`src/verilog/ipc_map.svh`:
```
/*
 * Register offsets, field positions, reset values and timing counts of the
 * idle/power-down controller. Assumes a 200 MHz oscillator clock on I_CLK.
 */
// Contract
// - idle bit write is last instruction
// - idle gates CPU clock only
// - idle preserves CPU state and pins
// - idle drives both strobes high
// - enabled interrupt clears idle, resumes after
// - two general flags for handler inspection
// - reset of 24 clocks ends idle
// - power-down stops oscillator after request
// - power-down retains RAM and registers
// - only enabled ext/keyboard interrupts wake
// - keyboard wake waits 1024 clocks
// - pin low restarts oscillator, high exits
// - first release exits, higher priority serviced
// - reset exit reinitialises registers, interrupt not
// - both bits cleared on vectoring, no idle
// - strobes 1 idle, 0 power-down; port states
// - port 0 drives only low when asleep
// - reset length independent of clock mode
`ifndef IPC_MAP_SVH
`define IPC_MAP_SVH

`define IPC_OFS_PWR_CTRL   12'h000
`define IPC_OFS_WAKE_CFG   12'h004
`define IPC_OFS_STATUS     12'h008
`define IPC_OFS_PORT_DATA  12'h00c

`define IPC_PWR_IDLE_BIT   0
`define IPC_PWR_DOWN_BIT   1
`define IPC_PWR_FLAG0_BIT  2
`define IPC_PWR_FLAG1_BIT  3

`define IPC_CFG_EN_EXT0    0
`define IPC_CFG_EN_EXT1    1
`define IPC_CFG_EN_KBD     2
`define IPC_CFG_PRIO_EXT1  3
`define IPC_CFG_EXT_PMEM   4

`define IPC_PWR_RESET      4'h0
`define IPC_CFG_RESET      5'h00
`define IPC_PORT_RESET     32'hffffffff

`define IPC_RST_MIN_CLKS   5'd24
`define IPC_KBD_WAIT_CLKS  11'd1024

`endif

```
`src/verilog/ipc_pkg.sv`:
```
/*
 * Types shared by the idle/power-down controller.
 * Assumes ipc_map.svh holds the numeric constants.
 */
package ipc_pkg;

	// gray along run -> stop -> osc restart; idle and keyboard wait off path
	typedef enum logic [2:0] {
		ST_RUN      = 3'b000,
		ST_DN_STOP  = 3'b001,
		ST_DN_OSC   = 3'b011,
		ST_KBD_WAIT = 3'b010,
		ST_IDLE     = 3'b100
	} ipc_state_type;

	typedef enum logic [1:0] {
		MODE_RUN  = 2'h0,
		MODE_IDLE = 2'h1,
		MODE_DOWN = 2'h2
	} ipc_mode_type;

	typedef enum logic [1:0] {
		WAKE_NONE = 2'h0,
		WAKE_EXT0 = 2'h1,
		WAKE_EXT1 = 2'h2,
		WAKE_KBD  = 2'h3
	} ipc_wake_type;

endpackage

```
`src/verilog/ipc_rst_filter.sv`:
```
/*
 * Reset pin qualifier: passes the hardware reset on only after the pin
 * has been high for the minimum number of oscillator clocks.
 * Assumes the pin is synchronous to I_CLK.
 */
`timescale 1ns/1ps
`include "ipc_map.svh"

module ipc_rst_filter
	import ipc_pkg::*;
(
	// clock and reset
	input  logic i_clk,
	input  logic i_nrst,
	// reset pin and qualified reset
	input  logic i_rst_pin,
	output logic o_core_rst
);

	logic [4:0] cnt_ff;
	logic       rst_ff;

	// same count in single- and double-speed mode: counts oscillator clocks
	always_ff @(posedge i_clk or negedge i_nrst) begin
		if (!i_nrst) begin
			cnt_ff <= 5'h00;
		end else if (!i_rst_pin) begin
			cnt_ff <= 5'h00;
		end else if (cnt_ff != `IPC_RST_MIN_CLKS) begin
			cnt_ff <= cnt_ff + 5'h01;
		end
	end

	always_ff @(posedge i_clk or negedge i_nrst) begin
		if (!i_nrst) begin
			rst_ff <= 1'b0;
		end else begin
			rst_ff <= i_rst_pin && (cnt_ff >= (`IPC_RST_MIN_CLKS - 5'h01));
		end
	end

	assign o_core_rst = rst_ff;
endmodule

```
`src/verilog/ipc_port_pin.sv`:
```
/*
 * Next-state pin drive for one 8-bit port in run, idle and power-down.
 * Assumes the caller registers the result.
 */
`timescale 1ns/1ps

module ipc_port_pin
	import ipc_pkg::*;
#(
	parameter int KIND = 1
) (
	// mode and memory setup
	input  ipc_mode_type i_mode,
	input  logic         i_ext_pmem,
	// data sources
	input  logic [7:0]   i_data,
	input  logic [7:0]   i_addr,
	// pin drive
	output logic [7:0]   o_out,
	output logic [7:0]   o_oe
);

	always_comb begin
		o_out = i_data;
		o_oe  = 8'hff;
		if (KIND == 0) begin
			if (i_ext_pmem) begin
				o_out = 8'h00; // float during external fetch
				o_oe  = 8'h00;
			end else if (i_mode != MODE_RUN) begin
				o_out = 8'h00; // only zeros driven, ones float
				o_oe  = ~i_data;
			end
		end else if (KIND == 2) begin
			if (i_ext_pmem && i_mode == MODE_IDLE) begin
				o_out = i_addr;
			end
		end
	end

endmodule

```
`src/verilog/ipc_top.sv`:
```
/*
 * Idle and power-down controller: APB registers, power mode state machine,
 * wake-up from external and keyboard interrupts, strobe and port pin states.
 * Assumes all inputs synchronous to I_CLK; the core honours O_CPU_CLK_EN.
 */
// The APB interface to the registers and the register offsets were chosen for this implementation.
`timescale 1ns/1ps
`include "ipc_map.svh"

module ipc_top
	import ipc_pkg::*;
(
	// clock and reset
	input  logic        I_CLK,
	input  logic        I_NRST,
	input  logic        I_RST_PIN,
	// apb slave
	input  logic        I_PSEL,
	input  logic        I_PENABLE,
	input  logic        I_PWRITE,
	input  logic [11:0] I_PADDR,
	input  logic [31:0] I_PWDATA,
	output logic        O_PREADY,
	output logic [31:0] O_PRDATA,
	output logic        O_PSLVERR,
	// core side
	input  logic        I_IRQ_PEND,
	input  logic        I_ALE_RUN,
	input  logic        I_PROG_STB_RUN,
	input  logic [7:0]  I_FETCH_ADDR_HI,
	// wake-up pins
	input  logic        I_EXT_IRQ_ZERO_N,
	input  logic        I_EXTERNAL_IRQ_ONE_N,
	input  logic        I_KBD_IRQ,
	// clock gating and reset out
	output logic        O_CPU_CLK_EN,
	output logic        O_PERIPH_CLK_EN,
	output logic        O_OSC_EN,
	output logic        O_CORE_RST,
	output logic [1:0]  O_WAKE_SRC,
	// strobes
	output logic        O_ADDR_LATCH_STB,
	output logic        O_PROGRAM_STORE_STB,
	// ports
	output logic [31:0] O_PORT_OUT,
	output logic [31:0] O_PORT_OE
);

	////////////////////////////////////////////////////////////////////////////////
	// declarations

	ipc_state_type state_ff;
	ipc_state_type nxt_state;
	ipc_mode_type  nxt_mode;
	ipc_wake_type  wake_ff;
	ipc_wake_type  nxt_wake;
	logic        core_rst;
	logic        idle_request_bit_ff;
	logic        powerdown_request_bit_ff;
	logic        general_flag_zero_ff;
	logic        general_flag_one_ff;
	logic [4:0]  cfg_ff;
	logic [31:0] port_data_ff;
	logic [10:0] kbd_cnt_ff;
	logic        setup;
	logic        wr_en;
	logic        wr_pwr;
	logic        hw_clear;
	logic        ext0_low;
	logic        ext1_low;
	logic        ext0_rel;
	logic        ext1_rel;
	logic        kbd_wake;
	logic        ext0_was_high;
	logic        ext1_was_high;
	logic        mapped;
	logic [31:0] rd_data;
	logic [31:0] nxt_port_out;
	logic [31:0] nxt_port_oe;
	logic        pready_ff;
	logic        pslverr_ff;
	logic [31:0] prdata_ff;
	logic        cpu_en_ff;
	logic        periph_en_ff;
	logic        osc_en_ff;
	logic        ale_ff;
	logic        prog_stb_ff;
	logic [31:0] port_out_ff;
	logic [31:0] port_oe_ff;
	logic        core_rst_ff;

	////////////////////////////////////////////////////////////////////////////////
	// hardware reset pin

	ipc_rst_filter u_rst_filter (
		.i_clk      (I_CLK),
		.i_nrst     (I_NRST),
		.i_rst_pin  (I_RST_PIN),
		.o_core_rst (core_rst)
	);

	////////////////////////////////////////////////////////////////////////////////
	// apb slave, one wait-free access cycle

	assign setup  = I_PSEL && !I_PENABLE;
	assign wr_en  = I_PSEL && I_PENABLE && pready_ff && I_PWRITE && !pslverr_ff;
	assign wr_pwr = wr_en && (I_PADDR == `IPC_OFS_PWR_CTRL);
	assign mapped = (I_PADDR == `IPC_OFS_PWR_CTRL) || (I_PADDR == `IPC_OFS_WAKE_CFG) ||
		(I_PADDR == `IPC_OFS_STATUS) || (I_PADDR == `IPC_OFS_PORT_DATA);

	always_comb begin
		rd_data = 32'h00000000;
		unique case (I_PADDR)
			`IPC_OFS_PWR_CTRL:  rd_data[3:0] = {general_flag_one_ff, general_flag_zero_ff,
				powerdown_request_bit_ff, idle_request_bit_ff};
			`IPC_OFS_WAKE_CFG:  rd_data[4:0] = cfg_ff;
			`IPC_OFS_STATUS: begin
				rd_data[6]   = osc_en_ff;
				rd_data[4:0] = {wake_ff, state_ff};
			end
			`IPC_OFS_PORT_DATA: rd_data = port_data_ff;
			default:            rd_data = 32'h00000000;
		endcase
	end

	always_ff @(posedge I_CLK or negedge I_NRST) begin
		if (!I_NRST) begin
			pready_ff  <= 1'b0;
			pslverr_ff <= 1'b0;
			prdata_ff  <= 32'h00000000;
		end else begin
			pready_ff  <= setup;
			pslverr_ff <= setup && !mapped;
			if (setup) begin
				prdata_ff <= rd_data;
			end
		end
	end

	////////////////////////////////////////////////////////////////////////////////
	// power control register

	// vectoring to the wake interrupt clears both request bits
	assign hw_clear = (state_ff == ST_IDLE && I_IRQ_PEND) ||
		(state_ff == ST_DN_OSC && (ext0_rel || ext1_rel)) ||
		(state_ff == ST_KBD_WAIT && kbd_cnt_ff == (`IPC_KBD_WAIT_CLKS - 11'h001));

	// software sets only; a set in the clearing cycle wins
	always_ff @(posedge I_CLK or negedge I_NRST) begin
		if (!I_NRST) begin
			idle_request_bit_ff      <= 1'b0;
			powerdown_request_bit_ff <= 1'b0;
		end else if (core_rst) begin
			idle_request_bit_ff      <= 1'b0;
			powerdown_request_bit_ff <= 1'b0;
		end else if (wr_pwr || hw_clear) begin
			idle_request_bit_ff      <= (idle_request_bit_ff && !hw_clear) ||
				(wr_pwr && I_PWDATA[`IPC_PWR_IDLE_BIT]);
			powerdown_request_bit_ff <= (powerdown_request_bit_ff && !hw_clear) ||
				(wr_pwr && I_PWDATA[`IPC_PWR_DOWN_BIT]);
		end
	end

	// flags, config and port data: reset reinitialises, wake-up leaves untouched
	always_ff @(posedge I_CLK or negedge I_NRST) begin
		if (!I_NRST) begin
			general_flag_zero_ff <= 1'b0;
			general_flag_one_ff  <= 1'b0;
		end else if (core_rst) begin
			general_flag_zero_ff <= 1'b0;
			general_flag_one_ff  <= 1'b0;
		end else if (wr_pwr) begin
			general_flag_zero_ff <= I_PWDATA[`IPC_PWR_FLAG0_BIT];
			general_flag_one_ff  <= I_PWDATA[`IPC_PWR_FLAG1_BIT];
		end
	end

	always_ff @(posedge I_CLK or negedge I_NRST) begin
		if (!I_NRST) begin
			cfg_ff <= `IPC_CFG_RESET;
		end else if (core_rst) begin
			cfg_ff <= `IPC_CFG_RESET;
		end else if (wr_en && I_PADDR == `IPC_OFS_WAKE_CFG) begin
			cfg_ff <= I_PWDATA[4:0];
		end
	end

	// port data frozen while the core is stopped
	always_ff @(posedge I_CLK or negedge I_NRST) begin
		if (!I_NRST) begin
			port_data_ff <= `IPC_PORT_RESET;
		end else if (core_rst) begin
			port_data_ff <= `IPC_PORT_RESET;
		end else if (wr_en && I_PADDR == `IPC_OFS_PORT_DATA && state_ff == ST_RUN) begin
			port_data_ff <= I_PWDATA;
		end
	end

	////////////////////////////////////////////////////////////////////////////////
	// power mode state machine

	// only enabled external and keyboard interrupts wake from power-down
	assign ext0_low = cfg_ff[`IPC_CFG_EN_EXT0] && !I_EXT_IRQ_ZERO_N;
	assign ext1_low = cfg_ff[`IPC_CFG_EN_EXT1] && !I_EXTERNAL_IRQ_ONE_N;
	assign kbd_wake = cfg_ff[`IPC_CFG_EN_KBD] && I_KBD_IRQ;
	// release of any enabled pin that went low during power-down completes the exit
	assign ext0_rel = (wake_ff == WAKE_EXT0 || wake_ff == WAKE_EXT1) &&
		cfg_ff[`IPC_CFG_EN_EXT0] && I_EXT_IRQ_ZERO_N && !ext0_was_high;
	assign ext1_rel = (wake_ff == WAKE_EXT0 || wake_ff == WAKE_EXT1) &&
		cfg_ff[`IPC_CFG_EN_EXT1] && I_EXTERNAL_IRQ_ONE_N && !ext1_was_high;

	// pins still high when the oscillator restarted do not count as a release
	always_ff @(posedge I_CLK or negedge I_NRST) begin
		if (!I_NRST) begin
			ext0_was_high <= 1'b1;
			ext1_was_high <= 1'b1;
		end else if (state_ff == ST_DN_STOP) begin
			ext0_was_high <= !ext0_low;
			ext1_was_high <= !ext1_low;
		end else if (state_ff == ST_DN_OSC) begin
			ext0_was_high <= ext0_was_high && !ext0_low;
			ext1_was_high <= ext1_was_high && !ext1_low;
		end
	end

	always_comb begin
		nxt_state = state_ff;
		nxt_wake  = wake_ff;
		unique case (state_ff)
			ST_RUN: begin
				if (powerdown_request_bit_ff) begin
					nxt_state = ST_DN_STOP; // power-down wins over idle
				end else if (idle_request_bit_ff) begin
					nxt_state = ST_IDLE;
				end
			end
			ST_IDLE: begin
				if (I_IRQ_PEND) begin
					nxt_state = ST_RUN;
				end
			end
			ST_DN_STOP: begin
				if (ext0_low || ext1_low) begin
					nxt_state = ST_DN_OSC;
					nxt_wake  = ext0_low ? WAKE_EXT0 : WAKE_EXT1;
				end else if (kbd_wake) begin
					nxt_state = ST_KBD_WAIT;
					nxt_wake  = WAKE_KBD;
				end
			end
			ST_DN_OSC: begin
				if (ext0_rel || ext1_rel) begin
					nxt_state = ST_RUN;
					if (ext0_rel && ext1_rel) begin
						nxt_wake = cfg_ff[`IPC_CFG_PRIO_EXT1] ? WAKE_EXT1 : WAKE_EXT0;
					end else begin
						nxt_wake = ext0_rel ? WAKE_EXT0 : WAKE_EXT1;
					end
				end
			end
			ST_KBD_WAIT: begin
				if (kbd_cnt_ff == (`IPC_KBD_WAIT_CLKS - 11'h001)) begin
					nxt_state = ST_RUN;
				end
			end
			default: begin
				nxt_state = ST_RUN;
			end
		endcase
	end

	always_ff @(posedge I_CLK or negedge I_NRST) begin
		if (!I_NRST) begin
			state_ff <= ST_RUN;
			wake_ff  <= WAKE_NONE;
		end else if (core_rst) begin
			state_ff <= ST_RUN; // reset ends idle and power-down
			wake_ff  <= WAKE_NONE;
		end else begin
			state_ff <= nxt_state;
			wake_ff  <= nxt_wake;
		end
	end

	always_ff @(posedge I_CLK or negedge I_NRST) begin
		if (!I_NRST) begin
			kbd_cnt_ff <= 11'h000;
		end else if (state_ff == ST_KBD_WAIT && !core_rst) begin
			kbd_cnt_ff <= kbd_cnt_ff + 11'h001;
		end else begin
			kbd_cnt_ff <= 11'h000;
		end
	end

	////////////////////////////////////////////////////////////////////////////////
	// clock enables, strobes and pins, all registered from the next state

	assign nxt_mode = (nxt_state == ST_RUN) ? MODE_RUN :
		(nxt_state == ST_IDLE) ? MODE_IDLE : MODE_DOWN;

	for (genvar g = 0; g < 4; g++) begin : g_port
		ipc_port_pin #(.KIND(g)) u_port (
			.i_mode     (core_rst ? MODE_RUN : nxt_mode),
			.i_ext_pmem (cfg_ff[`IPC_CFG_EXT_PMEM]),
			.i_data     (port_data_ff[8*g +: 8]),
			.i_addr     (I_FETCH_ADDR_HI),
			.o_out      (nxt_port_out[8*g +: 8]),
			.o_oe       (nxt_port_oe[8*g +: 8])
		);
	end

	always_ff @(posedge I_CLK or negedge I_NRST) begin
		if (!I_NRST) begin
			cpu_en_ff    <= 1'b1;
			periph_en_ff <= 1'b1;
			osc_en_ff    <= 1'b1;
		end else begin
			cpu_en_ff    <= core_rst || nxt_mode == MODE_RUN;
			periph_en_ff <= core_rst || nxt_mode != MODE_DOWN;
			// oscillator stopped only while waiting for a wake-up
			osc_en_ff    <= core_rst || nxt_state != ST_DN_STOP;
		end
	end

	always_ff @(posedge I_CLK or negedge I_NRST) begin
		if (!I_NRST) begin
			ale_ff      <= 1'b0;
			prog_stb_ff <= 1'b0;
		end else if (core_rst || nxt_mode == MODE_RUN) begin
			ale_ff      <= I_ALE_RUN;
			prog_stb_ff <= I_PROG_STB_RUN;
		end else begin
			ale_ff      <= (nxt_mode == MODE_IDLE);
			prog_stb_ff <= (nxt_mode == MODE_IDLE);
		end
	end

	always_ff @(posedge I_CLK or negedge I_NRST) begin
		if (!I_NRST) begin
			port_out_ff <= 32'h00000000;
			port_oe_ff  <= 32'h00000000;
			core_rst_ff <= 1'b0;
		end else begin
			port_out_ff <= nxt_port_out;
			port_oe_ff  <= nxt_port_oe;
			core_rst_ff <= core_rst;
		end
	end

	assign O_PREADY            = pready_ff;
	assign O_PRDATA            = prdata_ff;
	assign O_PSLVERR           = pslverr_ff;
	assign O_CPU_CLK_EN        = cpu_en_ff;
	assign O_PERIPH_CLK_EN     = periph_en_ff;
	assign O_OSC_EN            = osc_en_ff;
	assign O_CORE_RST          = core_rst_ff;
	assign O_WAKE_SRC          = wake_ff;
	assign O_ADDR_LATCH_STB    = ale_ff;
	assign O_PROGRAM_STORE_STB = prog_stb_ff;
	assign O_PORT_OUT          = port_out_ff;
	assign O_PORT_OE           = port_oe_ff;
endmodule

```
`config.mk`:
```
export PLATFORM = sky130hd
export DESIGN_NAME = ipc_top
export DESIGN_NICKNAME = d
export VERILOG_FILES = /design/src/verilog/ipc_pkg.sv /design/src/verilog/ipc_rst_filter.sv /design/src/verilog/ipc_port_pin.sv /design/src/verilog/ipc_top.sv
export VERILOG_INCLUDE_DIRS = /design/src /design/src/verilog
export SDC_FILE = /design/constraint.sdc
export NUM_CORES = 1
export LEC_CHECK = 0
export BUFFER_PORTS_ARGS = -buffer_cell sky130_fd_sc_hd__clkbuf_2
export CAP_MARGIN = 20
export CORE_MARGIN = 4
export CORE_UTILIZATION = 45
export DETAILED_ROUTE_END_ITERATION = 8
export PLACE_DENSITY = 0.8
export SYNTH_ARGS = -nofsm -noshare
export SYNTH_HDL_FRONTEND = slang
export SYNTH_SLANG_ARGS = --single-unit
```
`constraint.sdc`:
```
create_clock -name I_CLK -period 2.6 [get_ports I_CLK]
set_input_delay 0.65 -clock I_CLK [delete_from_list [all_inputs] [get_ports I_CLK]]
set_output_delay 0.65 -clock I_CLK [all_outputs]
set_load 0.02 [all_outputs]
```
Word level (Yosys, flattened, before mapping)
Cells that the tools add are included.
- register bits: 146
- input bits: 64
- output and inout bits: 106
- logic and storage cells: 168
- $add $sub $neg: 2
- $lt $le $gt $ge: 1
- equality and inequality tests: 19
- mux-type cells: 52
- bitwise logic cells: 1
- reductions and logical operators: 69
- operator list (kind ; count):
    $mux W32 ; 2
    $mux W8 ; 5
    $logic_and A1 B1 Y1 ; 32
    $mux W25 ; 1
    $eq A12 B4 Y1 const B ; 2
    $mux W3 ; 8
    $mux W2 ; 11
    $mux W5 ; 4
    $pmux W4 S4 ; 1
    $mux W1 ; 15
    $pmux W3 S5 ; 1
    $logic_or A1 B1 Y1 ; 14
    $eq A12 B3 Y1 const B ; 1
    $logic_not A12 Y1 ; 1
    $reduce_bool A2 Y1 ; 6
    $add A11 B1 Y11 const B ; 1
    $eq A11 B10 Y1 const B ; 1
    $logic_not A1 Y1 ; 11
    $mux W11 ; 1
    $not A8 Y8 ; 1
    $eq A2 B1 Y1 const B ; 3
    $eq A3 B2 Y1 const B ; 2
    $eq A3 B3 Y1 const B ; 2
    $logic_not A3 Y1 ; 2
    15 further kinds ; 16

Logic depth before layout (Yosys ltp)
Gate-level depths: netlist (run 1).
- depth after elaboration: 15
- gate-level depth with buffers: 7
- mapped depth without buffers: 6

Modules after synthesis
From an unflattened synthesis (run 1), not the netlist that was laid out.
- cell total of the unflattened synthesis: 577
- area, all modules: 7043.0 um^2
- modules (own cells, without submodules) (module ; times used ; cells an instance ; area an instance (um^2)):
    ipc_top ; 1 ; 475 ; 6130.9
    ipc_rst_filter ; 1 ; 30 ; 325.3
    ipc_port_pin at g_port[1].u_port ... ; 2 ; 17 ; 123.9
    ipc_port_pin at g_port[2].u_port ; 1 ; 18 ; 173.9
    ipc_port_pin at g_port[0].u_port ; 1 ; 20 ; 165.2

Worst setup path after synthesis (run 1)
OpenSTA, ideal clock, no wires.
- path type: input-to-reg
- start: input I_PADDR[7]
- end: register port_data_ff[26]
- setup time: 0.082 ns
- arrival time: 2.248 ns
- data required time: 2.518 ns
- setup slack: 0.270 ns
- stages on the path: 6
- path buffers: 1
- path through: nor4_4 > nand3_4 > nor4_4 > buf_6 > nor2b_1 > a211o_1
- longest elaborated chain between the ends: 4
- ends and longest elaborated chain (what ; line ; text):
    from (decl) ; ipc_top.sv:21 ; input logic [11:0] I_PADDR,
    $eq A12 B4 Y1 ; - ;
    $logic_and A1 B1 Y1 (no line) ; - ;
    $logic_and A1 B1 Y1 ; ipc_top.sv:194 ; end else if (wr_en && I_PADDR == `IPC_OFS_PORT_DATA && state_ff == ST_RUN) begin
    $reduce_bool A2 Y1 (no line) ; - ;
    to (signal assigned) ; ipc_top.sv:191 ; port_data_ff <= `IPC_PORT_RESET;
    to (signal assigned) ; ipc_top.sv:193 ; port_data_ff <= `IPC_PORT_RESET;
    to (decl) ; ipc_top.sv:63 ; logic [31:0] port_data_ff;
No other way between the ends.
A chain may end at the register's enable or synchronous reset.

Worst setup path in the final report (run 1)
- start: register kbd_cnt_ff[0]
- end: register port_oe_ff[3] (netlist: O_PORT_OE[3])
- longest elaborated chain between the ends: 10
- elaborated cells on any way between the ends: 11
- ends and longest elaborated chain (what ; line ; text):
    from (decl) ; ipc_top.sv:64 ; logic [10:0] kbd_cnt_ff;
    from (signal assigned) ; ipc_top.sv:289 ; kbd_cnt_ff <= kbd_cnt_ff + 11'h001;
    $eq A11 B10 Y1 (*) ; ipc_top.sv:262 ; if (kbd_cnt_ff == (`IPC_KBD_WAIT_CLKS - 11'h001)) begin
    $mux W3 (*) ; ipc_top.sv:262 ;
    $pmux W3 S5 (*) ; ipc_top.sv:229 ; unique case (state_ff)
    $eq A3 B3 Y1 ; ipc_top.sv:299 ; (nxt_state == ST_IDLE) ? MODE_IDLE : MODE_DOWN;
    $mux W2 ; ipc_top.sv:299 ;
    $mux W2 (*) ; ipc_top.sv:298 ; assign nxt_mode = (nxt_state == ST_RUN) ? MODE_RUN :
    $mux W2 (*) ; ipc_top.sv:303 ; .i_mode (core_rst ? MODE_RUN : nxt_mode),
    $reduce_bool A2 Y1 (*) ; ipc_port_pin.sv:30 ; end else if (i_mode != MODE_RUN) begin
    $mux W8 (*) ; ipc_port_pin.sv:30 ;
    $mux W8 (*) ; ipc_port_pin.sv:27 ; if (i_ext_pmem) begin
    named net g_port[0].u_port.o_oe[3] ; ipc_port_pin.sv:20 ; output logic [7:0] o_oe
    to (signal assigned) ; ipc_top.sv:345 ; port_oe_ff <= nxt_port_oe;
    to (decl) ; ipc_top.sv:89 ; logic [31:0] port_oe_ff;
Mark *: on every way through the listed nets, which the timed path passes. The rest lies on a longest branch.

==> summary.md, run 1 <==
| Metric | Value |
|---|---|
| Status | `completed` |
| H-tree depth | `4` |
| Total negative setup slack | `0 ns` |
| Netlist cell types | `50` |
| CP max stage delay | `0.59 ns` |
| Gr usage total | `18.76%` |
| GRT overflow | `0` |
| Setup Slack @ Placement | `0.1416 ns` |
| Static leakage | `slightly above 4 nW` |
| Total core area | `between 10000 and 15000 um2` |
| Pwr dens | `654.1 nW/um2` |
| Slowest CP cell | `or4_1` |
| Drt drc | `0` |
| CTS max path bufs | `2` |
| Worst r2r src | `kbd_cnt_ff[0]` |
| Worst clock skew | `0.006746 ns` |
| CTS buffer count | `17` |
| Crit path max fanout | `11` |
| CTS tree | `done` |
| Max transition margin | `39.95%` |
| Final setup fails | `0` |
| Setup slack after layout | `between 0.2 and 0.25 ns` |
| Largest net degree at the start of global routing | `65` |
| Final Max Slew Viols | `0` |
| RSZ-0062 raised after global routing | `no` |
| Ys flop type | `dfrtp_1` |
| Req. time, crit path | `just under 3 ns` |
| Buffers added on ports | `169` |
| Clock sinks | `146` |
| Die footprint | `15540 um2` |
| First-pass GRT wire length | `23.56 mm` |
| Max-cap violations | `0` |
| Min Tclk post-route | `approximately 2.4 ns` |
| Post-synth top cells | `dfrtp_1 (109), nor2_1 (38), nor2b_1 (38)` |
| Post-CTS Setup Repair Bufs | `0` |
| Clock Latency Late Sink | `0.41 ns` |
| Most common cell in the synthesized netlist | `dfrtp_1` |
| Synthesized cell area | `around 6000 um2` |
| Post_cts resized | `0` |
| Antenna violations before repair | `0` |
| Syn Inst Count | `491` |
| Min-delay worst type | `primary input to async pin` |
| Tightest Pin Transition | `0.9007 ns` |
| # IOs | `between 150 and 200` |
| Via density | `5.284` |
| Post-Route WL | `14.15 mm` |
| Ys async rst share | `100.0%` |
| WL/cell | `between 15 and 20 um` |
| DR vias | `4428` |
| Row count | `42` |
| Die W | `~120 um` |
| Maximum VDD drop | `0.3794 mV` |
| Antenna Cells | `0` |
| Vias in the first global route | `4588` |
| Post-cts hold buffer count | `0` |
| Mapped Avg Cell Area | `12.47 um2` |
| FILL cells | `between 1000 and 1500` |
| Layout area overhead | `25.49%` |
| Root buffer cell | `clkbuf_16` |
| Routed Antenna Nets | `0` |
| Detailed placement HPWL | `9.901 mm` |
| Worst Setup End Kind | `flip-flop` |
| DRT Pass-1 Iters | `4` |
| Endpoints failing hold | `0` |
| Crit path DAT | `about 2.7 ns` |
| Starting DRT DRC Count | `242` |
| FMAX | `418.8 MHz` |
| Die height | `124.6 um` |
| Final hold slack | `between 0.2 and 0.25 ns` |
| Fin crit share | `91.85%` |
| Post-synth EDFFs | `0` |
| Synth Register Bits | `146` |
| CTS clk-pin slew, worst paths | `roughly 0.060 ns` |
| Worst path cell trace | `ha_1 > nand4_1 > or4_1 > a2bb2oi_1 > a21oi_1 > a21oi_1` |
| Synthesized Nets | `558` |
| Total chip power | `5.025 mW` |
| Routability cong. | `0.9196` |
| Synthesis Warnings | `0` |
| Initial core utilization | `approximately 46%` |
| Sequential element share of the synthesized area | `60.43%` |
| R2R cell count | `6` |
| R2r setup slk | `approximately 0.21 ns` |
| Crit Path Class | `flip-flop to flip-flop` |
| Share of cells above drive strength 1 | `41.84%` |
| Nets@finish | `716` |
| Synth area leader | `dfrtp_1` |
| Critical Path Start Type | `flip-flop` |
| Yosys top cell area share | `44.55%` |
| Crit path top cell by count | `a21oi_1` |
| Dominant cells by area after synthesis | `dfrtp_1 (45%), dfstp_2 (16%), a211o_1 (4.6%), nor2b_1 (3.9%), a22o_1 (3.7%)` |
| R2r endpoint | `O_PORT_OE[3]` |
critical path: cells and delay by family, from the launching register on:
family / cells / cell delay [ns]
AO/OA/AOI/OAI: 3 / 0.88
adder cells (fa/ha/maj): 1 / 0.22
flip-flops: 1 / 0.39
AND/OR/NAND/NOR: 2 / 0.80
layer usage:
layer  vias up  track usage (%)  share of wire, %
li1       2037                -                 -
met1      2195            23.71                42
met2       175            30.22                49
met3        21            5.660               7.4
met4         0            7.672               1.9
met5         -                0                 0
where the power goes:
group	internal, mW	switching (mW)
Sequential	2.28	0.0101
Clock	1.59	0.928
Combinational	0.0749	0.138
Total	3.95	1.08
placed cells by master, fill, tap and decap left out, types with 4 or more instances in the layout:
| master | n |
|---|---|
| and2_1 | 12 |
| mux2i_1 | 8 |
| nor2b_1 | 38 |
| nand4_1 | 6 |
| a21oi_1 | 17 |
| a211o_1 | 32 |
| clkbuf_16 | 17 |
| xnor2_1 | 10 |
| o31ai_1 | 4 |
| clkinvlp_4 | 6 |
| nor4_1 | 4 |
| nand2_1 | 14 |
| dfstp_2 | 37 |
| o21ai_0 | 8 |
| a22o_1 | 26 |
| mux4_2 | 4 |
| dfrtp_1 | 108 |
| buf_4 | 15 |
| nand3_1 | 8 |
| mux2_2 | 9 |
| clkbuf_2 | 168 |
| nor2_1 | 38 |
| a21o_1 | 11 |
| inv_1 | 9 |
state kept, by name, indices dropped and copies added (netlist names), 2 cells and up:
register	flops
O_PORT_OE	9
O_PORT_OUT	32
O_PRDATA	32
O_WAKE_SRC	2
cfg_ff	5
kbd_cnt_ff	11
port_data_ff	32
state_ff	3
u_rst_filter.cnt_ff	5
worst max path at each step:
stage | start | endpoint | slack (ns) | cells past startpoint
after floorplan | I_PADDR[7] | port_data_ff[26] | 0.27 | 6
after global placement | I_EXT_IRQ_ZERO_N | O_PORT_OE[7] | 0.21 | 6
after detailed placement | I_PADDR[7] | port_data_ff[15] | 0.14 | 7
after CTS | kbd_cnt_ff[0] | O_PORT_OE[3] | 0.23 | 6
after global routing | kbd_cnt_ff[0] | O_PORT_OE[3] | 0.03 | 6
final | kbd_cnt_ff[0] | O_PORT_OE[3] | 0.21 | 6
logic make-up after synthesis:
family          after synthesis  synth area share [%]
flops                       146                 60.43
simple gates                142                 13.53
buf+inv                      56                 5.416
other cells                   1               0.06125
xor+xnor                     13                 1.860
fa+ha+maj                     3                0.6132
compound gates              109                 13.65
mux                          21                 4.435
area by class of cell:
cell class	instances	area (um2)	area share, %
clock buffers	21	470.5	6.124
clock inverters	11	152.6	1.987
inverters	9	33.78	0.4397
multi-input cells	289	2100	27.33
flip-flops and latches	146	3701	48.18
well taps	176	220.2	2.866
repair buffers	186	1005	13.08
stage by stage:
step,util [%],std cells,instance area [um2]
3_5_place_dp,53.10,806,7059
3_3_place_gp,53.10,806,7059
5_1_grt,57.78,838,7682
4_1_cts,57.78,838,7682
2_1_floorplan,-,491,6122
6_report,57.78,838,7682
(Power assumes the default switching activity.)
==> run 2, diff against run 1 <==
- PLACE_DENSITY: 0.8 -> 0.79
- SYNTH_HIERARCHICAL: unset -> 1
==> run 2 against run 1 <==
  * Count of clock-buffer cells in the layout fell by 4
  * Final cell count rose by 14%
  * Largest power group is now sequential cells
  * Synthesized cell count rose by 18%
==> summary.md, run 2 <==
| Metric | Value |
|---|---|
| Buffers added on ports | `169 (unchanged)` |
| Fin crit share | `85.03% (-6.8 points)` |
| Total negative setup slack | `0 ns (unchanged)` |
| Nets@finish | `802 (+12%)` |
| Static leakage | `4.172 nW (+2.9%)` |
| Netlist cell types | `57 (+14%)` |
| CTS tree | `done` |
| GRT busiest layer | `met2` |
| Endpoints failing hold | `0 (unchanged)` |
| Total core area | `15260 um2 (+15%)` |
| Largest net degree at the start of global routing | `46 (-29%)` |
| Gr usage total | `18.19% (-0.58 points)` |
| Worst Setup End Kind | `flip-flop` |
| Post-cts hold buffer count | `0 (unchanged)` |
| Synthesis Warnings | `6 (+6)` |
| Share of cells above drive strength 1 | `38.10% (-3.7 points)` |
| Die footprint | `17720 um2 (+14%)` |
| Crit path max fanout | `10 (-1)` |
| Max-cap violations | `0 (unchanged)` |
| FMAX | `452.3 MHz (+8.0%)` |
| Clock Power Share | `46.6% (-3.5 points)` |
| CTS clk-pin slew, worst paths | `0.07 ns (about the same)` |
| Clock sinks | `169 (+16%)` |
| Pint | `4.449 mW (+13%)` |
| Detailed placement HPWL | `11.13 mm (+12%)` |
| Row count | `45 (+7.1%)` |
| H-tree depth | `4 (unchanged)` |
| Post-synthesis adder-cell area fraction | `0.5330% (-0.080 points)` |
| Worst clock skew | `0.01042 ns (+0.003671 ns)` |
| Mux share of post-synthesis cell area | `8.971% (+4.5 points)` |
| Crit Path Class | `flip-flop to flip-flop` |
| Met2 usage | `29.26% (-0.96 points)` |
| Crit path DAT | `2.50 ns (-0.21 ns)` |
| Total chip power | `5.773 mW (+15%)` |
| GR Layer Usage met3 | `5.891% (+0.23 points)` |
| Compound-cell area share of the yosys netlist | `6.751% (-6.9 points)` |
| FILL cells | `1266 (+16%)` |
| Sequential element share of the synthesized area | `60.70% (+0.27 points)` |
| Via density | `5.009 (-5.2%)` |
| Slowest CP cell | `dfrtp_1` |
| Starting DRT DRC Count | `289 (+19%)` |
| Net Sw Power | `1.323 mW (+23%)` |
| Yosys top cell area share | `46.90% (+2.3 points)` |
| Buf/Inv on CP | `0 (unchanged)` |
| CTS max path bufs | `2 (unchanged)` |
| Root buffer cell | `clkbuf_16` |
| Max transition margin | `57.06% (+17 points)` |
| DRT Pass-1 Iters | `4 (unchanged)` |
| Critical Path Start Type | `flip-flop` |
| Pwr dens | `674.3 nW/um2 (+3.1%)` |
| First-pass GRT wire length | `25.35 mm (+7.6%)` |
| CP top delay family | `simple AND/OR/NAND/NOR gates` |
| Post-synth EDFFs | `0 (unchanged)` |
| Clock Latency Late Sink | `0.42 ns (about the same)` |
| Most common cell after layout, fill and taps aside | `clkbuf_2` |
| Sw Ratio | `22.93% (+1.5 points)` |
| Post_cts resized | `0 (unchanged)` |
| Largest family of logic cells by synthesized area | `simple AND/OR/NAND/NOR gates` |
| Dominant cells by area after synthesis | `dfrtp_1 (47%), dfstp_2 (14%), mux2i_1 (6.3%), nor2_1 (4.5%), buf_4 (4.3%)` |
| Mapped Avg Cell Area | `12.21 um2 (-2.1%)` |
| Util after Layout | `56.11% (-1.7 points)` |
| Synthesized cell area | `7043 um2 (+15%)` |
| DR vias | `4804 (+8.5%)` |
| Antenna Cells | `0 (unchanged)` |
| Ys flop type | `dfrtp_1` |
| CP max stage delay | `0.49 ns (-0.10 ns)` |
| Simple-Gate Fraction of Synth Area | `13.82% (+0.29 points)` |
| Most frequent cells in the layout | `clkbuf_2 (168), dfrtp_1 (131), nor2_1 (85)` |
| Fin cells | `959 (+14%)` |
| GRT overflow | `0 (unchanged)` |
| Final Max Slew Viols | `0 (unchanged)` |
| Maximum VDD drop | `0.4031 mV (+6.2%)` |
| Post-Place Cells | `927 (+15%)` |
| Syn Inst Count | `577 (+18%)` |
| CTS buffer count | `17 (unchanged)` |
| Ys async rst share | `100.0% (unchanged)` |
| Tightest Pin Transition | `0.6441 ns (-0.2566 ns)` |
| Logic pwr share | `6.3% (+2.1 points)` |
| Antenna violations before repair | `1 (+1)` |
| # IOs | `170 (unchanged)` |
| Layout area overhead | `21.55%` |
| RSZ-0062 raised after global routing | `no` |
| Status | `completed` |
| Xor-xnor portion of the synthesized cell area | `1.368% (-0.49 points)` |
| Post-Route WL | `15.65 mm (+11%)` |
| Die height | `133.1 um (+6.8%)` |
| Synth Register Bits | `169 (+16%)` |
| Synth area leader | `dfrtp_1` |
| Req. time, crit path | `2.89 ns (-0.03 ns)` |
| Final setup fails | `0 (unchanged)` |
| Min-delay worst type | `primary input to async pin` |
| WL/cell | `16.32 um (-3.4%)` |
| Post-CTS Setup Repair Bufs | `0 (unchanged)` |
| Routability cong. | `0.8268 (-10%)` |
| Seq pwr share | `47.2% (+1.5 points)` |
| Met1 usage | `23.66% (-0.045 points)` |
| Routed Antenna Nets | `0 (unchanged)` |
| Most common cell in the synthesized netlist | `dfrtp_1` |
| Post-synth top cells | `dfrtp_1 (132), nor2_1 (85), mux2i_1 (44)` |
| Worst path cell trace | `or3b_1 > o22ai_1 > o21a_1 > nand3b_4 > mux2_2` |
| Die W | `133.1 um (+6.8%)` |
| Min Tclk post-route | `2.211 ns (-0.1773 ns)` |
| Drt drc | `0 (unchanged)` |
| Vias in the first global route | `4956 (+8.0%)` |
| Initial core utilization | `46.16% (+0.11 points)` |
==> run 2: cell count changes in the layout (fill, tap and decap cells not counted), moves of 24 or more <==
| cell | delta |
|---|---|
| nand2_1 | +24 |
| nor2b_1 | -34 |
| a211o_1 | -31 |
| nor2_1 | +47 |
| mux2i_1 | +36 |
==> run 2: final cells by class <==
type	count	area (um2)	area share, %
Sequential cell	169	4277	49.96
Inverter	11	41.29	0.4823
Clock buffer	17	425.4	4.969
Multi-Input combinational cell	349	2305	26.92
Clock inverter	15	211.5	2.470
Tap cell	211	264.0	3.084
Timing Repair Buffer	187	1037	12.12
==> run 2: per-layer routing <==
layer | vias up | wire length [um]
met5 | - | 13
met4 | 2 | 217
met3 | 28 | 1185
met2 | 165 | 7539
met1 | 2386 | 6691
li1 | 2223 | -
==> run 2: power by group through the flow <==
stage	sequential, mW	clock (mW)	combinational [mW]
6_report	2.72	2.69	0.363
5_1_grt	2.73	2.85	0.404
4_1_cts	2.72	2.75	0.368
3_5_place_dp	2.77	0	0.366
3_3_place_gp	2.77	0	0.360
2_1_floorplan	2.81	0	0.155
==> run 2: stage by stage <==
| stage | instance area, um2 | hold WS (ns) | setup slack [ns] |
|---|---|---|---|
| detailed placement | 7924 | 0.3996 | 0.06659 |
| floorplan | 7122 | 0.3519 | 0.3132 |
| global placement | 7924 | 0.3992 | 0.1551 |
| finish | 8561 | 0.1385 | 0.3893 |
| global route | 8561 | 0.1477 | 0.2770 |
| CTS | 8561 | 0.1299 | 0.3887 |
==> run 2: kinds of logic after synthesis <==
| logic type | count (synthesis) |
|---|---|
| buffers and inverters | 80 |
| AO/OA/AOI/OAI | 60 |
| XOR/XNOR | 11 |
| AND/OR/NAND/NOR | 194 |
| flip-flops | 169 |
| adder cells (fa/ha/maj) | 3 |
| multiplexers | 57 |
| other | 3 |
==> run 2: worst paths after layout <==
path,start,end,slack (ns),cells past startpoint
max,state_ff[2],O_PORT_OUT[18],0.39,5
min,I_NRST,O_ADDR_LATCH_STB,0.14,1
max reg2reg,state_ff[2],O_PORT_OUT[18],0.39,5
min reg2reg,port_data_ff[11],O_PORT_OUT[11],0.41,0
max in group asynchronous,I_NRST,ext1_was_high,1.79,2
min in group I_CLK,port_data_ff[11],O_PORT_OUT[11],0.41,0
==> run 3, diff against run 2 <==
- CORE_UTILIZATION: 45 -> 54
- PLACE_DENSITY: 0.79 -> 0.9
==> run 3 against run 2 <==
  * Total power is 2.1% lower
  * Register-to-register slack about the same
  * Critical path depth unchanged
  * Worst hold slack better by 0.047 ns
  * Critical endpoint is now O_PORT_OUT[19]
  * Clock power fell by 4%
  * Routed wire length is 4.3% higher
  * Combinational power fell by 1%
  * Maximum frequency up 0.25%
  * Clock skew up 0.0013 ns
  * Sequential share of layout area rose by 0.57 points
  * Largest cell class unchanged
==> summary.md, run 3 (synthesized netlist as in run 2, its figures left out) <==
| Metric | Value |
|---|---|
| Max-cap violations | `0 (unchanged)` |
| Final setup fails | `0 (unchanged)` |
| Met1 usage | `28.10% (+4.4 points)` |
| Buffers added on ports | `169 (unchanged)` |
| Most frequent cells in the layout | `clkbuf_2 (168), dfrtp_1 (131), nor2_1 (85)` |
| Crit path DAT | `2.51 ns (about the same)` |
| Most common cell after layout, fill and taps aside | `clkbuf_2` |
| First-pass GRT wire length | `25.93 mm (+2.3%)` |
| Post-Route WL | `16.32 mm (+4.3%)` |
| Drt drc | `0 (unchanged)` |
| Worst clock skew | `0.01170 ns (+0.001280 ns)` |
| Detailed placement HPWL | `11.59 mm (+4.2%)` |
| Post-CTS Setup Repair Bufs | `0 (unchanged)` |
| Crit path max fanout | `9 (-1)` |
| Total negative setup slack | `0 ns (unchanged)` |
| Critical Path Start Type | `flip-flop` |
| R2R cell count | `5 (unchanged)` |
| Crit Path Class | `flip-flop to flip-flop` |
| GRT busiest layer | `met2` |
| Status | `completed` |
| CTS clk-pin slew, worst paths | `0.06 ns (about the same)` |
| Tightest Pin Transition | `0.7412 ns (+0.09708 ns)` |
| Min-delay worst type | `primary input to async pin` |
| Net Sw Power | `1.290 mW (-2.5%)` |
| Met2 usage | `36.93% (+7.7 points)` |
| DR vias | `4902 (+2.0%)` |
| Routability cong. | `0.8974 (+8.5%)` |
| Maximum VDD drop | `0.5252 mV (+30%)` |
| Initial core utilization | `55.58% (+9.4 points)` |
| Static leakage | `4.137 nW (-0.84%)` |
| Antenna violations before repair | `0 (-1)` |
| Die W | `122.2 um (-8.2%)` |
| Min Tclk post-route | `2.205 ns (-0.005447 ns)` |
| FMAX | `453.5 MHz (+0.25%)` |
| Starting DRT DRC Count | `410 (+42%)` |
| CTS buffer count | `17 (unchanged)` |
| Seq pwr share | `48.2% (+1.0 points)` |
| Vias in the first global route | `5081 (+2.5%)` |
| Die footprint | `14930 um2 (-16%)` |
| Routed Antenna Nets | `0 (unchanged)` |
| Post_cts resized | `0 (unchanged)` |
| Final Max Slew Viols | `0 (unchanged)` |
| Util after Layout | `66.80% (+11 points)` |
| Share of cells above drive strength 1 | `37.72% (-0.38 points)` |
| Fin crit share | `84.82% (-0.21 points)` |
| H-tree depth | `4 (unchanged)` |
| Sw Ratio | `22.82% (-0.10 points)` |
| GR Layer Usage met3 | `6.407% (+0.52 points)` |
| Logic pwr share | `6.3% (about the same)` |
| Req. time, crit path | `2.90 ns (about the same)` |
| Clock Latency Late Sink | `0.42 ns (about the same)` |
| Via density | `5.340 (+6.6%)` |
| Nets@finish | `799 (-0.37%)` |
| DRT Pass-1 Iters | `7 (+3)` |
| Clock sinks | `169 (unchanged)` |
| Post-cts hold buffer count | `0 (unchanged)` |
| # IOs | `170 (unchanged)` |
| Total core area | `12670 um2 (-17%)` |
| Gr usage total | `22.86% (+4.7 points)` |
| CTS max path bufs | `2 (unchanged)` |
| WL/cell | `17.78 um (+9.0%)` |
| Root buffer cell | `clkbuf_16` |
| Endpoints failing hold | `0 (unchanged)` |
| FILL cells | `946 (-25%)` |
| Max transition margin | `50.59% (-6.5 points)` |
| RSZ-0062 raised after global routing | `no` |
| Worst Setup End Kind | `flip-flop` |
| Die height | `122.2 um (-8.2%)` |
| GRT overflow | `0 (unchanged)` |
| CTS tree | `done` |
| Row count | `41 (-8.9%)` |
| Pwr dens | `668.0 nW/um2 (-0.95%)` |
| Pint | `4.363 mW (-1.9%)` |
| Layout area overhead | `20.18%` |
| Clock Power Share | `45.4% (-1.2 points)` |
| Largest net degree at the start of global routing | `73 (+59%)` |
run 3: cell types whose count changed in the layout (fill, tap and decap cells not counted), moves of 2 or more:
cell        previous run  this run
buf_4                 14        11
clkinv_4               4         2
clkinvlp_4             1         3
inv_6                  5         3
run 3: per-stage QoR:
stage	hold slack (ns)	cells	power, mW	area, um2	setup WS [ns]
after floorplan	0.3519	598	2.968	7122	0.3132
after global placement	0.4002	885	3.117	7853	0.1544
after detailed placement	0.4019	885	3.131	7853	0.07654
after global routing	0.2017	917	5.875	8462	0.2799
after CTS	0.1728	917	5.702	8462	0.3963
final	0.1856	918	5.654	8464	0.3947
run 3: critical path, stage by stage, from the launching register on:
cell,delay [ns]
dfrtp_1,0.51
or3b_1,0.42
o22ai_1,0.26
o21a_1,0.26
nand3b_4,0.26
mux2_2,0.38
run 3: final timing paths:
path                                      start              to  slack [ns]
worst max-delay path                state_ff[1]  O_PORT_OUT[19]        0.39
worst min-delay path                     I_NRST       cfg_ff[4]        0.19
worst max register to register      state_ff[1]  O_PORT_OUT[19]        0.39
worst min register to register  port_data_ff[8]   O_PORT_OUT[8]        0.41
max in group asynchronous                I_NRST   ext1_was_high        1.71
min in group I_CLK              port_data_ff[8]   O_PORT_OUT[8]        0.41
run 3: power by group through the flow:
stage          clock, mW  combinational (mW)  sequential [mW]
6_report            2.57               0.359             2.73
5_1_grt             2.75               0.397             2.73
4_1_cts             2.61               0.362             2.73
3_5_place_dp           0               0.358             2.77
2_1_floorplan          0               0.155             2.81
3_3_place_gp           0               0.348             2.77
run 3: layer usage:
| metal | up-vias | share of wire, % |
|---|---|---|
| li1 | 2214 | - |
| met1 | 2447 | 39 |
| met2 | 199 | 50 |
| met3 | 42 | 7.3 |
| met4 | 0 | 3.2 |
| met5 | - | 0 |
run 3: area by class of cell:
| class | instances | area [um2] | share of cell area, % |
|---|---|---|---|
| clock inverter | 13 | 166.4 | 1.966 |
| inverter | 11 | 41.29 | 0.4878 |
| antenna | 1 | 2.502 | 0.02956 |
| sequential | 169 | 4277 | 50.52 |
| multi-input combinational | 349 | 2305 | 27.23 |
| tap | 172 | 215.2 | 2.542 |
| clock buffer | 19 | 442.9 | 5.233 |
| timing repair buffer | 184 | 1015 | 11.99 |
